$ cat config.mk
export PLATFORM = sky130hd
export DESIGN_NAME = cis_host_flat
export DESIGN_NICKNAME = d
export VERILOG_FILES = /design/src/cis_pkg.sv /design/src/cis_link_if.sv /design/src/cis_host.sv /design/src/flat_wrapper.sv
export SDC_FILE = /design/constraint.sdc
export NUM_CORES = 1
export LEC_CHECK = 0
export ABC_CLOCK_PERIOD_IN_PS = 2900
export BUFFER_PORTS_ARGS = -buffer_cell sky130_fd_sc_hd__clkbuf_2
export CORE_UTILIZATION = 50
export CTS_BUF_LIST = sky130_fd_sc_hd__clkbuf_4 sky130_fd_sc_hd__clkbuf_8 sky130_fd_sc_hd__clkbuf_16
export CTS_CLUSTER_DIAMETER = 150
export DETAILED_ROUTE_END_ITERATION = 8
export PLACE_DENSITY = 0.7
export SKIP_LAST_GASP = 1
export SLEW_MARGIN = 20
export SYNTH_ARGS = -nofsm -noshare
export SYNTH_HDL_FRONTEND = slang
export SYNTH_SLANG_ARGS = --single-unit
$ cat constraint.sdc
create_clock -name clk_i -period 2.9 [get_ports clk_i]
set_input_delay 0.145 -clock clk_i [delete_from_list [all_inputs] [get_ports clk_i]]
set_output_delay 0.145 -clock clk_i [all_outputs]
set_load 0.02 [all_outputs]
$ cat src/cis_pkg.sv
// Shared constants for the converter init/reset sequence, both ends.
// Assumes one 100 MHz sampling clock shared by host and device.
package cis_pkg;
   // Clock
   localparam int unsigned CLK_PERIOD_NS = 10;
   // Timing figures as printed
   localparam int unsigned POWER_UP_MS = 2;
   localparam int unsigned REF_SETUP_NS = 100;
   localparam int unsigned RESET_PULSE_US = 1;
   localparam int unsigned CAL_CYCLES = 200000;
   // Least times, rounded up to whole cycles
   localparam int unsigned POWER_UP_CYCLES =
      (POWER_UP_MS * 1000000 + CLK_PERIOD_NS - 1) / CLK_PERIOD_NS;
   localparam int unsigned REF_SETUP_CYCLES =
      (REF_SETUP_NS + CLK_PERIOD_NS - 1) / CLK_PERIOD_NS;
   localparam int unsigned RESET_PULSE_CYCLES =
      (RESET_PULSE_US * 1000 + CLK_PERIOD_NS - 1) / CLK_PERIOD_NS;
   // Serial clock half period in system clocks
   localparam int unsigned SCLK_HALF_CYCLES = 8;
   // Counter and frame widths
   localparam int unsigned CNT_W = 18;
   localparam int unsigned ADDR_W = 7;
   localparam int unsigned DATA_W = 8;
   localparam int unsigned FRAME_W = 16;
   // Frame fields: read flag, address, data
   localparam int unsigned FRAME_RD_BIT = 15;
   localparam int unsigned FRAME_ADDR_LSB = 8;
   // Register offsets
   localparam logic [6:0] REG_GLOBAL_SOFTWARE_RESET = 7'h00;
   localparam logic [6:0] REG_STATUS = 7'h01;
   localparam logic [6:0] REG_CONFIG = 7'h02;
   // Field positions
   localparam int unsigned SW_RESET_BIT = 0;
   localparam int unsigned STATUS_BUSY_BIT = 0;
   localparam int unsigned STATUS_REF_BIT = 1;
   // Reset and fuse default values
   localparam logic [7:0] SW_RESET_DEFAULT = 8'h00;
   localparam logic [7:0] CONFIG_FUSE_DEFAULT = 8'h00;
endpackage

$ cat src/cis_link_if.sv
// Pin-level link between the host controller and the converter.
// No clock here; both ends run on the shared sampling clock.
`timescale 1ns/100ps
`default_nettype none
interface cis_link_if;
   logic reset_pin;
   logic reference_select_pin;
   logic serial_port_enable_n;
   logic serial_clk;
   logic serial_din;
   logic serial_dout;

   modport device
   (
      input reset_pin,
      input reference_select_pin,
      input serial_port_enable_n,
      input serial_clk,
      input serial_din,
      output serial_dout
   );

   modport host
   (
      output reset_pin,
      output reference_select_pin,
      output serial_port_enable_n,
      output serial_clk,
      output serial_din,
      input serial_dout
   );
endinterface
`default_nettype wire

$ cat src/cis_host.sv
// Host end: power-up wait, reference level, reset pulse, serial access.
// Assumes a shared sampling clock and that power came up at reset.
//
// How it works
// RQ1 - Reset pulse high at least one microsecond
// RQ2 - Reference level set, clock running, before reset
// RQ3 - Wait two milliseconds before setting reference
// RQ4 - Reference to reset rise at least 100ns
// RQ5 - Device loads fuses then starts calibration
// RQ6 - Calibration lasts about 200000 clock cycles
// RQ7 - No serial enable until calibration ends
// RQ8 - Bit zero of reg zero resets, self-clears
// RQ9 - Reset pin stays low during software reset
// RQ10 - Wait calibration time after any reset
`timescale 1ns/100ps
`default_nettype none
module cis_host
#(
   parameter int unsigned POWER_UP_LEN = cis_pkg::POWER_UP_CYCLES,
   parameter int unsigned CAL_LEN = cis_pkg::CAL_CYCLES
)
(
   // Clock and reset
   input wire logic clk_i,
   input wire logic resetn_i,
   // Link
   cis_link_if.host link,
   // Setup
   input wire logic ref_level_i,
   // Requests
   input wire logic req_i,
   input wire logic req_read_i,
   input wire logic [cis_pkg::ADDR_W-1:0] req_addr_i,
   input wire logic [cis_pkg::DATA_W-1:0] req_data_i,
   input wire logic sw_reset_i,
   input wire logic hw_reset_i,
   // Answers
   output logic ready_o,
   output logic rd_valid_o,
   output logic [cis_pkg::DATA_W-1:0] rd_data_o
);
   import cis_pkg::*;

   typedef enum logic [2:0]
   {
      ST_POWER,
      ST_REF,
      ST_PULSE,
      ST_CAL,
      ST_IDLE,
      ST_SHIFT
   } cis_host_state_type;

   cis_host_state_type state_r;
   logic [CNT_W-1:0] cnt_r;
   logic [3:0] bit_r;
   logic [FRAME_W-1:0] frame_r;
   logic is_read_r, is_swr_r;
   logic rst_pin_r, ref_r, sen_n_r, sclk_r;
   logic dout1_r, dout2_r;
   logic [DATA_W-1:0] rd_sh_r, rd_data_r;
   logic rd_valid_r, ready_r;

   function automatic logic hit(input logic [CNT_W-1:0] c,
      input int unsigned len);
      return c == CNT_W'(len - 1);
   endfunction

   wire any_req = hw_reset_i | sw_reset_i | req_i;
   wire half_end = hit(cnt_r, SCLK_HALF_CYCLES);
   wire last_bit = bit_r == 4'hf;
   wire [FRAME_W-1:0] sw_frame =
      {1'b0, REG_GLOBAL_SOFTWARE_RESET, 8'h01}; // RQ8
   wire [FRAME_W-1:0] req_frame = {req_read_i, req_addr_i, req_data_i};

   // Read data is synchronised before use
   always_ff @(posedge clk_i or negedge resetn_i)
   begin
      if (!resetn_i)
      begin
         dout1_r <= 1'b0;
         dout2_r <= 1'b0;
      end
      else
      begin
         dout1_r <= link.serial_dout;
         dout2_r <= dout1_r;
      end
   end

   always_ff @(posedge clk_i or negedge resetn_i)
   begin
      if (!resetn_i)
      begin
         state_r <= ST_POWER;
         cnt_r <= '0;
         bit_r <= 4'h0;
         frame_r <= '0;
         is_read_r <= 1'b0;
         is_swr_r <= 1'b0;
         rst_pin_r <= 1'b0;
         ref_r <= 1'b0;
         sen_n_r <= 1'b1;
         sclk_r <= 1'b0;
         rd_sh_r <= 8'h00;
         rd_data_r <= 8'h00;
         rd_valid_r <= 1'b0;
         ready_r <= 1'b0;
      end
      else
      begin
         cnt_r <= cnt_r + 1'b1;
         rd_valid_r <= 1'b0;
         case (state_r)
            ST_POWER:
            begin
               // Bandgap settles before the reference level counts
               if (hit(cnt_r, POWER_UP_LEN)) // RQ3
               begin
                  ref_r <= ref_level_i; // RQ2
                  cnt_r <= '0;
                  state_r <= ST_REF;
               end
            end
            ST_REF:
            begin
               if (hit(cnt_r, REF_SETUP_CYCLES)) // RQ4
               begin
                  rst_pin_r <= 1'b1; // RQ1
                  cnt_r <= '0;
                  state_r <= ST_PULSE;
               end
            end
            ST_PULSE:
            begin
               if (hit(cnt_r, RESET_PULSE_CYCLES)) // RQ1
               begin
                  rst_pin_r <= 1'b0;
                  cnt_r <= '0;
                  state_r <= ST_CAL;
               end
            end
            ST_CAL:
            begin
               // Device ignores writes until calibration ends
               if (hit(cnt_r, CAL_LEN)) // RQ7 RQ10
               begin
                  ready_r <= 1'b1;
                  state_r <= ST_IDLE;
               end
            end
            ST_IDLE:
            begin
               cnt_r <= '0;
               bit_r <= 4'h0;
               if (any_req)
                  ready_r <= 1'b0;
               if (hw_reset_i)
               begin
                  // Reference pin takes its new level here, ahead of reset
                  ref_r <= ref_level_i; // RQ2
                  state_r <= ST_REF;
               end
               else if (sw_reset_i)
               begin
                  frame_r <= sw_frame; // RQ9
                  is_read_r <= 1'b0;
                  is_swr_r <= 1'b1;
                  sen_n_r <= 1'b0;
                  state_r <= ST_SHIFT;
               end
               else if (req_i)
               begin
                  frame_r <= req_frame;
                  is_read_r <= req_read_i;
                  is_swr_r <= 1'b0;
                  sen_n_r <= 1'b0;
                  state_r <= ST_SHIFT;
               end
            end
            ST_SHIFT:
            begin
               if (half_end)
               begin
                  cnt_r <= '0;
                  sclk_r <= ~sclk_r;
                  if (sclk_r)
                  begin
                     // Sample just before the falling edge
                     if (bit_r[3])
                        rd_sh_r <= {rd_sh_r[DATA_W-2:0], dout2_r};
                     frame_r <= {frame_r[FRAME_W-2:0], 1'b0};
                     bit_r <= bit_r + 4'h1;
                     if (last_bit)
                     begin
                        sen_n_r <= 1'b1;
                        if (is_read_r)
                        begin
                           rd_data_r <= {rd_sh_r[DATA_W-2:0], dout2_r};
                           rd_valid_r <= 1'b1;
                        end
                        if (is_swr_r)
                           state_r <= ST_CAL; // RQ10
                        else
                        begin
                           ready_r <= 1'b1;
                           state_r <= ST_IDLE;
                        end
                     end
                  end
               end
            end
            default: state_r <= ST_POWER;
         endcase
      end
   end

   assign link.reset_pin = rst_pin_r;
   assign link.reference_select_pin = ref_r;
   assign link.serial_port_enable_n = sen_n_r;
   assign link.serial_clk = sclk_r;
   assign link.serial_din = frame_r[FRAME_W-1];
   assign ready_o = ready_r;
   assign rd_valid_o = rd_valid_r;
   assign rd_data_o = rd_data_r;
endmodule
`default_nettype wire

$ cat src/flat_wrapper.sv
// flat-port wrapper written by rule: the top's interface ports become plain ports
module cis_host_flat import cis_pkg::*;
#(
   parameter int unsigned POWER_UP_LEN = cis_pkg::POWER_UP_CYCLES,
   parameter int unsigned CAL_LEN = cis_pkg::CAL_CYCLES
)
  (clk_i, resetn_i, ref_level_i, req_i, req_read_i, req_addr_i, req_data_i, sw_reset_i, hw_reset_i, ready_o, rd_valid_o, rd_data_o, link_reset_pin, link_reference_select_pin, link_serial_port_enable_n, link_serial_clk, link_serial_din, link_serial_dout);
  cis_link_if link_i ();
  input wire logic clk_i;
  input wire logic resetn_i;
  input wire logic ref_level_i;
  input wire logic req_i;
  input wire logic req_read_i;
  input wire logic [cis_pkg::ADDR_W-1:0] req_addr_i;
  input wire logic [cis_pkg::DATA_W-1:0] req_data_i;
  input wire logic sw_reset_i;
  input wire logic hw_reset_i;
  output logic ready_o;
  output logic rd_valid_o;
  output logic [cis_pkg::DATA_W-1:0] rd_data_o;
  output wire logic [$bits(link_i.reset_pin)-1:0] link_reset_pin;
  output wire logic [$bits(link_i.reference_select_pin)-1:0] link_reference_select_pin;
  output wire logic [$bits(link_i.serial_port_enable_n)-1:0] link_serial_port_enable_n;
  output wire logic [$bits(link_i.serial_clk)-1:0] link_serial_clk;
  output wire logic [$bits(link_i.serial_din)-1:0] link_serial_din;
  input wire logic [$bits(link_i.serial_dout)-1:0] link_serial_dout;
  assign link_reset_pin = link_i.reset_pin;
  assign link_reference_select_pin = link_i.reference_select_pin;
  assign link_serial_port_enable_n = link_i.serial_port_enable_n;
  assign link_serial_clk = link_i.serial_clk;
  assign link_serial_din = link_i.serial_din;
  assign link_i.serial_dout = link_serial_dout;
  cis_host #(.POWER_UP_LEN(POWER_UP_LEN), .CAL_LEN(CAL_LEN)) u_core (.clk_i(clk_i), .resetn_i(resetn_i), .link(link_i), .ref_level_i(ref_level_i), .req_i(req_i), .req_read_i(req_read_i), .req_addr_i(req_addr_i), .req_data_i(req_data_i), .sw_reset_i(sw_reset_i), .hw_reset_i(hw_reset_i), .ready_o(ready_o), .rd_valid_o(rd_valid_o), .rd_data_o(rd_data_o));
endmodule
Yosys cells after proc, flatten, opt, wreduce, memory -nomap -nowiden
Cells that the tools add are included.
Widths: inputs -> output; s select.
{"block": "op_classes", "n_addsub": 2, "n_eq_ne": 23, "muxes": 54, "bitwise_logic": 4, "reduce_logical": 17}
{"op": "$pmux 18 s5", "n": 1}
{"op": "$mux 16", "n": 5}
{"op": "$mux 18", "n": 4}
{"op": "$mux 3", "n": 11}
{"op": "$pmux 16 s2", "n": 1}
{"op": "$mux 1", "n": 24}
{"op": "$add 18x1->18 const B", "n": 1}
{"op": "$eq 18x18->1 const B", "n": 1}
{"op": "$eq 18x3->1 const B", "n": 1}
{"op": "$eq 18x4->1 const B", "n": 1}
{"op": "$eq 18x7->1 const B", "n": 1}
{"op": "$pmux 3 s6", "n": 1}
{"op": "$ne 2x1->1 const B", "n": 8}
{"op": "$reduce_and 3->1", "n": 4}
{"op": "$reduce_and 5->1", "n": 2}
{"op": "$mux 4", "n": 2}
{"op": "$pmux 4 s2", "n": 1}
{"op": "$reduce_and 8->1", "n": 1}
{"op": "$reduce_bool 2->1", "n": 4}
{"op": "$reduce_and 7->1", "n": 1}
{"op": "$eq 3x2->1 const B", "n": 2}
{"op": "$eq 3x3->1 const B", "n": 2}
{"op": "$ne 2x2->1 const B", "n": 3}
{"op": "$pmux 1 s2", "n": 3}
{"op": "13 further kinds", "n": 15}
{"block": "totals", "ff_bits": 66, "input_bits": 23, "output_inout_bits": 15, "elab_cells": 116}

Longest topological paths before layout
{"block": "depth", "depth_word": 5, "ltp_mapped": 9, "ltp_nobuf": 7}

Worst setup path after synthesis
Ideal clock, no wire load.
{"block": "synth_timing", "path_type": "register to register", "start": "reg u_core.cnt_r[13]", "end": "reg u_core.rd_data_r[0], in the netlist u_core.rd_data_o[0]", "setup_time_ns": 0.125, "arrival_time_ns": 2.077, "required_ns": 2.775, "path_slack_ns": 0.697, "path_stages_with_launch": 9, "n_path_buf": 2, "period_less_slack_ns": 2.203, "path_cell_list": "dfrtp_1 nor4_4 nand4b_4 nor3_4 and3_1 buf_6 and2b_2 buf_12 mux2_4"}
{"block": "synth_between", "elab_chain_cells": 2}
{"element": "start, declared", "line": "cis_host.sv:55", "rtl": "logic [CNT_W-1:0] cnt_r;"}
{"element": "start signal, assigned", "line": "cis_host.sv:112", "rtl": "cnt_r <= cnt_r + 1'b1;"}
{"element": "$eq 18x3->1", "line": "cis_host.sv:66", "rtl": "return c == CNT_W'(len - 1);"}
{"element": "$reduce_and 5->1 (no line)"}
{"element": "end signal, assigned", "line": "cis_host.sv:199", "rtl": "rd_data_r <= {rd_sh_r[DATA_W-2:0], dout2_r};"}
{"element": "end, declared", "line": "cis_host.sv:61", "rtl": "logic [DATA_W-1:0] rd_sh_r, rd_data_r;"}
No other way between the ends.
A chain may end at the register's enable or synchronous reset.

Worst setup path in the final report
{"block": "layout_timing", "start": "reg u_core.cnt_r[0]", "end": "reg u_core.cnt_r[17]"}
{"block": "layout_between", "elab_chain_cells": 3, "word_cells_on_any_way": 10, "classes_between": "add/sub: 1; eq/ne: 4; mux: 5"}
{"element": "$add 18x1->18 (tied with other cells)", "line": "cis_host.sv:112"}
{"element": "$mux 18 (on tied branches)"}
{"element": "$pmux 18 s5 (*)", "line": "cis_host.sv:114", "rtl": "case (state_r)"}
Every way passes the cells marked *; elsewhere a longest branch is shown, timed or not.

==> out/qor.yml <==
totalWireLength_microns: 6050
synth_top_cell_by_area: "dfrtp_1"
synthToLayoutAreaGrowth_pct: 13.5
drc: 0
dieArea_sq_um: 6940
hp-class: "in2async"
cp_max_fo: 18
worstSetupEndpointType: "flip-flop"
max_freq_mhz: 437
slowest_delay_ns: 0.44
die_w_microns: 83.3
vias_per_cell: 5.37
seq_area_sq_um: 1650
dr.pass1.iters: 4
cts_root_buffer: "clkbuf_8"
grt_pass1_wl_microns: 10800
multi_input_area_sq_um: 1540
nFillCells: 533
vias: 2391
fp.coreArea_sq_um: 6350
cellPowerDensity_nw_per_um2: 452
slowest_stage: "dfrtp_1"
setup_slack_ns: 0.613
ys_seq_area_share_pct: 50.0
port-buffer-count: 37
drt_iter0_markers: 98
crit_arrival_ns: 2.51
cts_made_buffers: 9
io_pins: 38
rows: 29
reg2reg_setup_slack_ns: 0.61
antenna_found_initial: 0
cap_violations: 0
post-cts-setup-buffers: 0
antennaDiodeCount: 0
yosysMostFrequentCell: "dfrtp_1"
synth_area_sq_um: 3300
cts_tree: "yes"
place_congestion: 0.787
cp.required_ns: 3.12
clk_latency_ns: 0.34
fin_nets: 390
grt_pass1_vias: 2306
grt_start_max_net_pins: 67
crit_type: "reg2reg"
post-dp-hpwl_microns: 4200
path_clk_slew_ns: 0.07
track_usage_pct: 19.5
slew_violations: 0
hold_viol: 30
fin_crit_sh_pct: 78.9
setup_tns_ns: 0
slew_headroom_pct: 45.8
cp_top_family: "simple AND/OR/NAND/NOR gates"
finalCriticalPeriod_ns: 2.29
cp-start-kind: "flip-flop"
syn_avg_cell_area_sq_um: 10.1
synth_top_area_share_pct: 49.2
grt_setup_unrepaired: "no"
die_y_microns: 83.3
dpl_worst_slack_ns: 0.627
ys.flop_type: "dfrtp_1"
overflow: 0
violations: "negative hold slack"
p_leak_nw: 1.72
initial_core_util_pct: 52.0
synth_cell_type_count: 52
synth_nets: 353
htreeDepth: 3
ant_nets: 0
yosys-top-cells-area: "dfrtp_1, o21ai_0, nor2_1"
fin_skew_ns: 0.00848
synth_seq_cells: 66
crit_buf_inv: 1
setup_viol: 0
tightest_slew_ns: 0.814
synth_enable_flop_cells: 0
peakVddDrop_uv: 314
synth_warnings: 0
synth_common_cells: "dfrtp_1, nor2_1, nand2_1, o21ai_0, a21oi_1"
cts.repair.resized: 0
status: "finished, violations left"
clock_path_buffers: 2
ys_async_sr_fraction_pct: 100
netlist_instances: 326
worstPathCellList: "ha_1 -> nand4_1 -> or2_0 -> nor3_1 -> nor4_1 -> nor4bb_4 -> buf_4 -> nor2_1"
drive_above_1_share_pct: 23.1
post_drt_wl_per_cell_microns: 13.6
clkSinkCount: 66
whs_ns: -0.0107
[sequential cells by signal, indices dropped and copies added (netlist names), 3 cells and up]
register	count
u_core.rd_sh_r	7
u_core.rd_data_o	8
u_core.frame_r	16
u_core.state_r	3
u_core.bit_r	4
u_core.cnt_r	18
[repair_timing]
item	4_1_cts	5_1_grt
endpoints found under the setup margin	0	0
hold endpoints to repair	1	0
hold buffers	1	0
[final cells by class]
type                       count  area share, %
inverter                       7          0.701
clock buffer                  12           4.40
multi-input combinational    234           41.0
sequential                    66           44.1
timing repair buffer          45           6.61
tap                           77           2.57
clock inverter                 4          0.667
[routing by layer]
layer	wire [microns]	track usage (%)	vias to the layer above
li1	-	-	1205
met1	2990	27.1	1143
met2	2800	29.6	33
met3	164	3.88	10
met4	86	8.93	0
met5	0	0	-
[logic make-up (layout without fill, tap and decap cells)]
| logic type | count (synthesis) | count (layout) | synth area share, % |
|---|---|---|---|
| xor+xnor | 18 | 18 | 4.77 |
| fa+ha+maj | 4 | 4 | 1.52 |
| simple gates | 133 | 133 | 22.0 |
| buf+inv | 26 | 68 | 3.90 |
| compound gates | 60 | 60 | 10.5 |
| mux | 19 | 19 | 7.31 |
| flops | 66 | 66 | 50.0 |
[report_power, final]
| part | switching (W) | internal, W | leakage [nW] | total, W |
|---|---|---|---|---|
| sequential | 0.000000465 | 0.000922 | 0.890 | 0.000922 |
| combinational | 0.0000325 | 0.0000226 | 0.737 | 0.0000552 |
| clock | 0.000340 | 0.000377 | 0.0944 | 0.000717 |
| total | 0.000373 | 0.00132 | 1.72 | 0.00169 |
[worst paths after layout]
kind | from | end | cells after the start
worst min-delay path | resetn_i | u_core.rd_data_o[0] | 2
worst max register to register | u_core.cnt_r[0] | u_core.cnt_r[17] | 8
worst min register to register | u_core.dout1_r | u_core.dout2_r | 0
min in group clk_i | ref_level_i | u_core.link.reference_select_pin | 2
max in group asynchronous | resetn_i | u_core.cnt_r[6] | 2
worst max-delay path | u_core.cnt_r[0] | u_core.cnt_r[17] | 8
[placed cells by master, fill, tap and decap left out, drive strengths merged, types with 3 or more instances in the layout]
master	Yosys	layout
dfrtp	65	65
clkbuf	13	49
nor2	33	33
nand2	31	31
o21ai	26	26
a21oi	20	20
mux2	17	17
nor3b	15	15
nand3	11	11
xor2	11	11
nor3	10	10
inv	7	7
xnor2	7	7
buf	6	7
nand2b	6	6
nand4	6	6
ha	4	4
nor2b	3	3
nor4	3	3
[worst reg2reg max path: cells and delay by family, from the launching register on]
family / cells / cell delay [ns]
AND/OR/NAND/NOR: 6 / 1.22
flip-flops: 1 / 0.44
buffers and inverters: 1 / 0.26
adder cells (fa/ha/maj): 1 / 0.24
[through the flow]
stage	utilization [%]	std cells	instance area, sq um	total power [W]
2_1_floorplan	-	326	3300	0.000959
3_3_place_gp	55.9	428	3550	0.000995
3_5_place_dp	55.9	428	3550	0.000996
4_1_cts	59.1	445	3750	0.00173
5_1_grt	59.1	445	3750	0.00177
6_report	59.1	445	3750	0.00169
(Power assumes the default switching activity.)
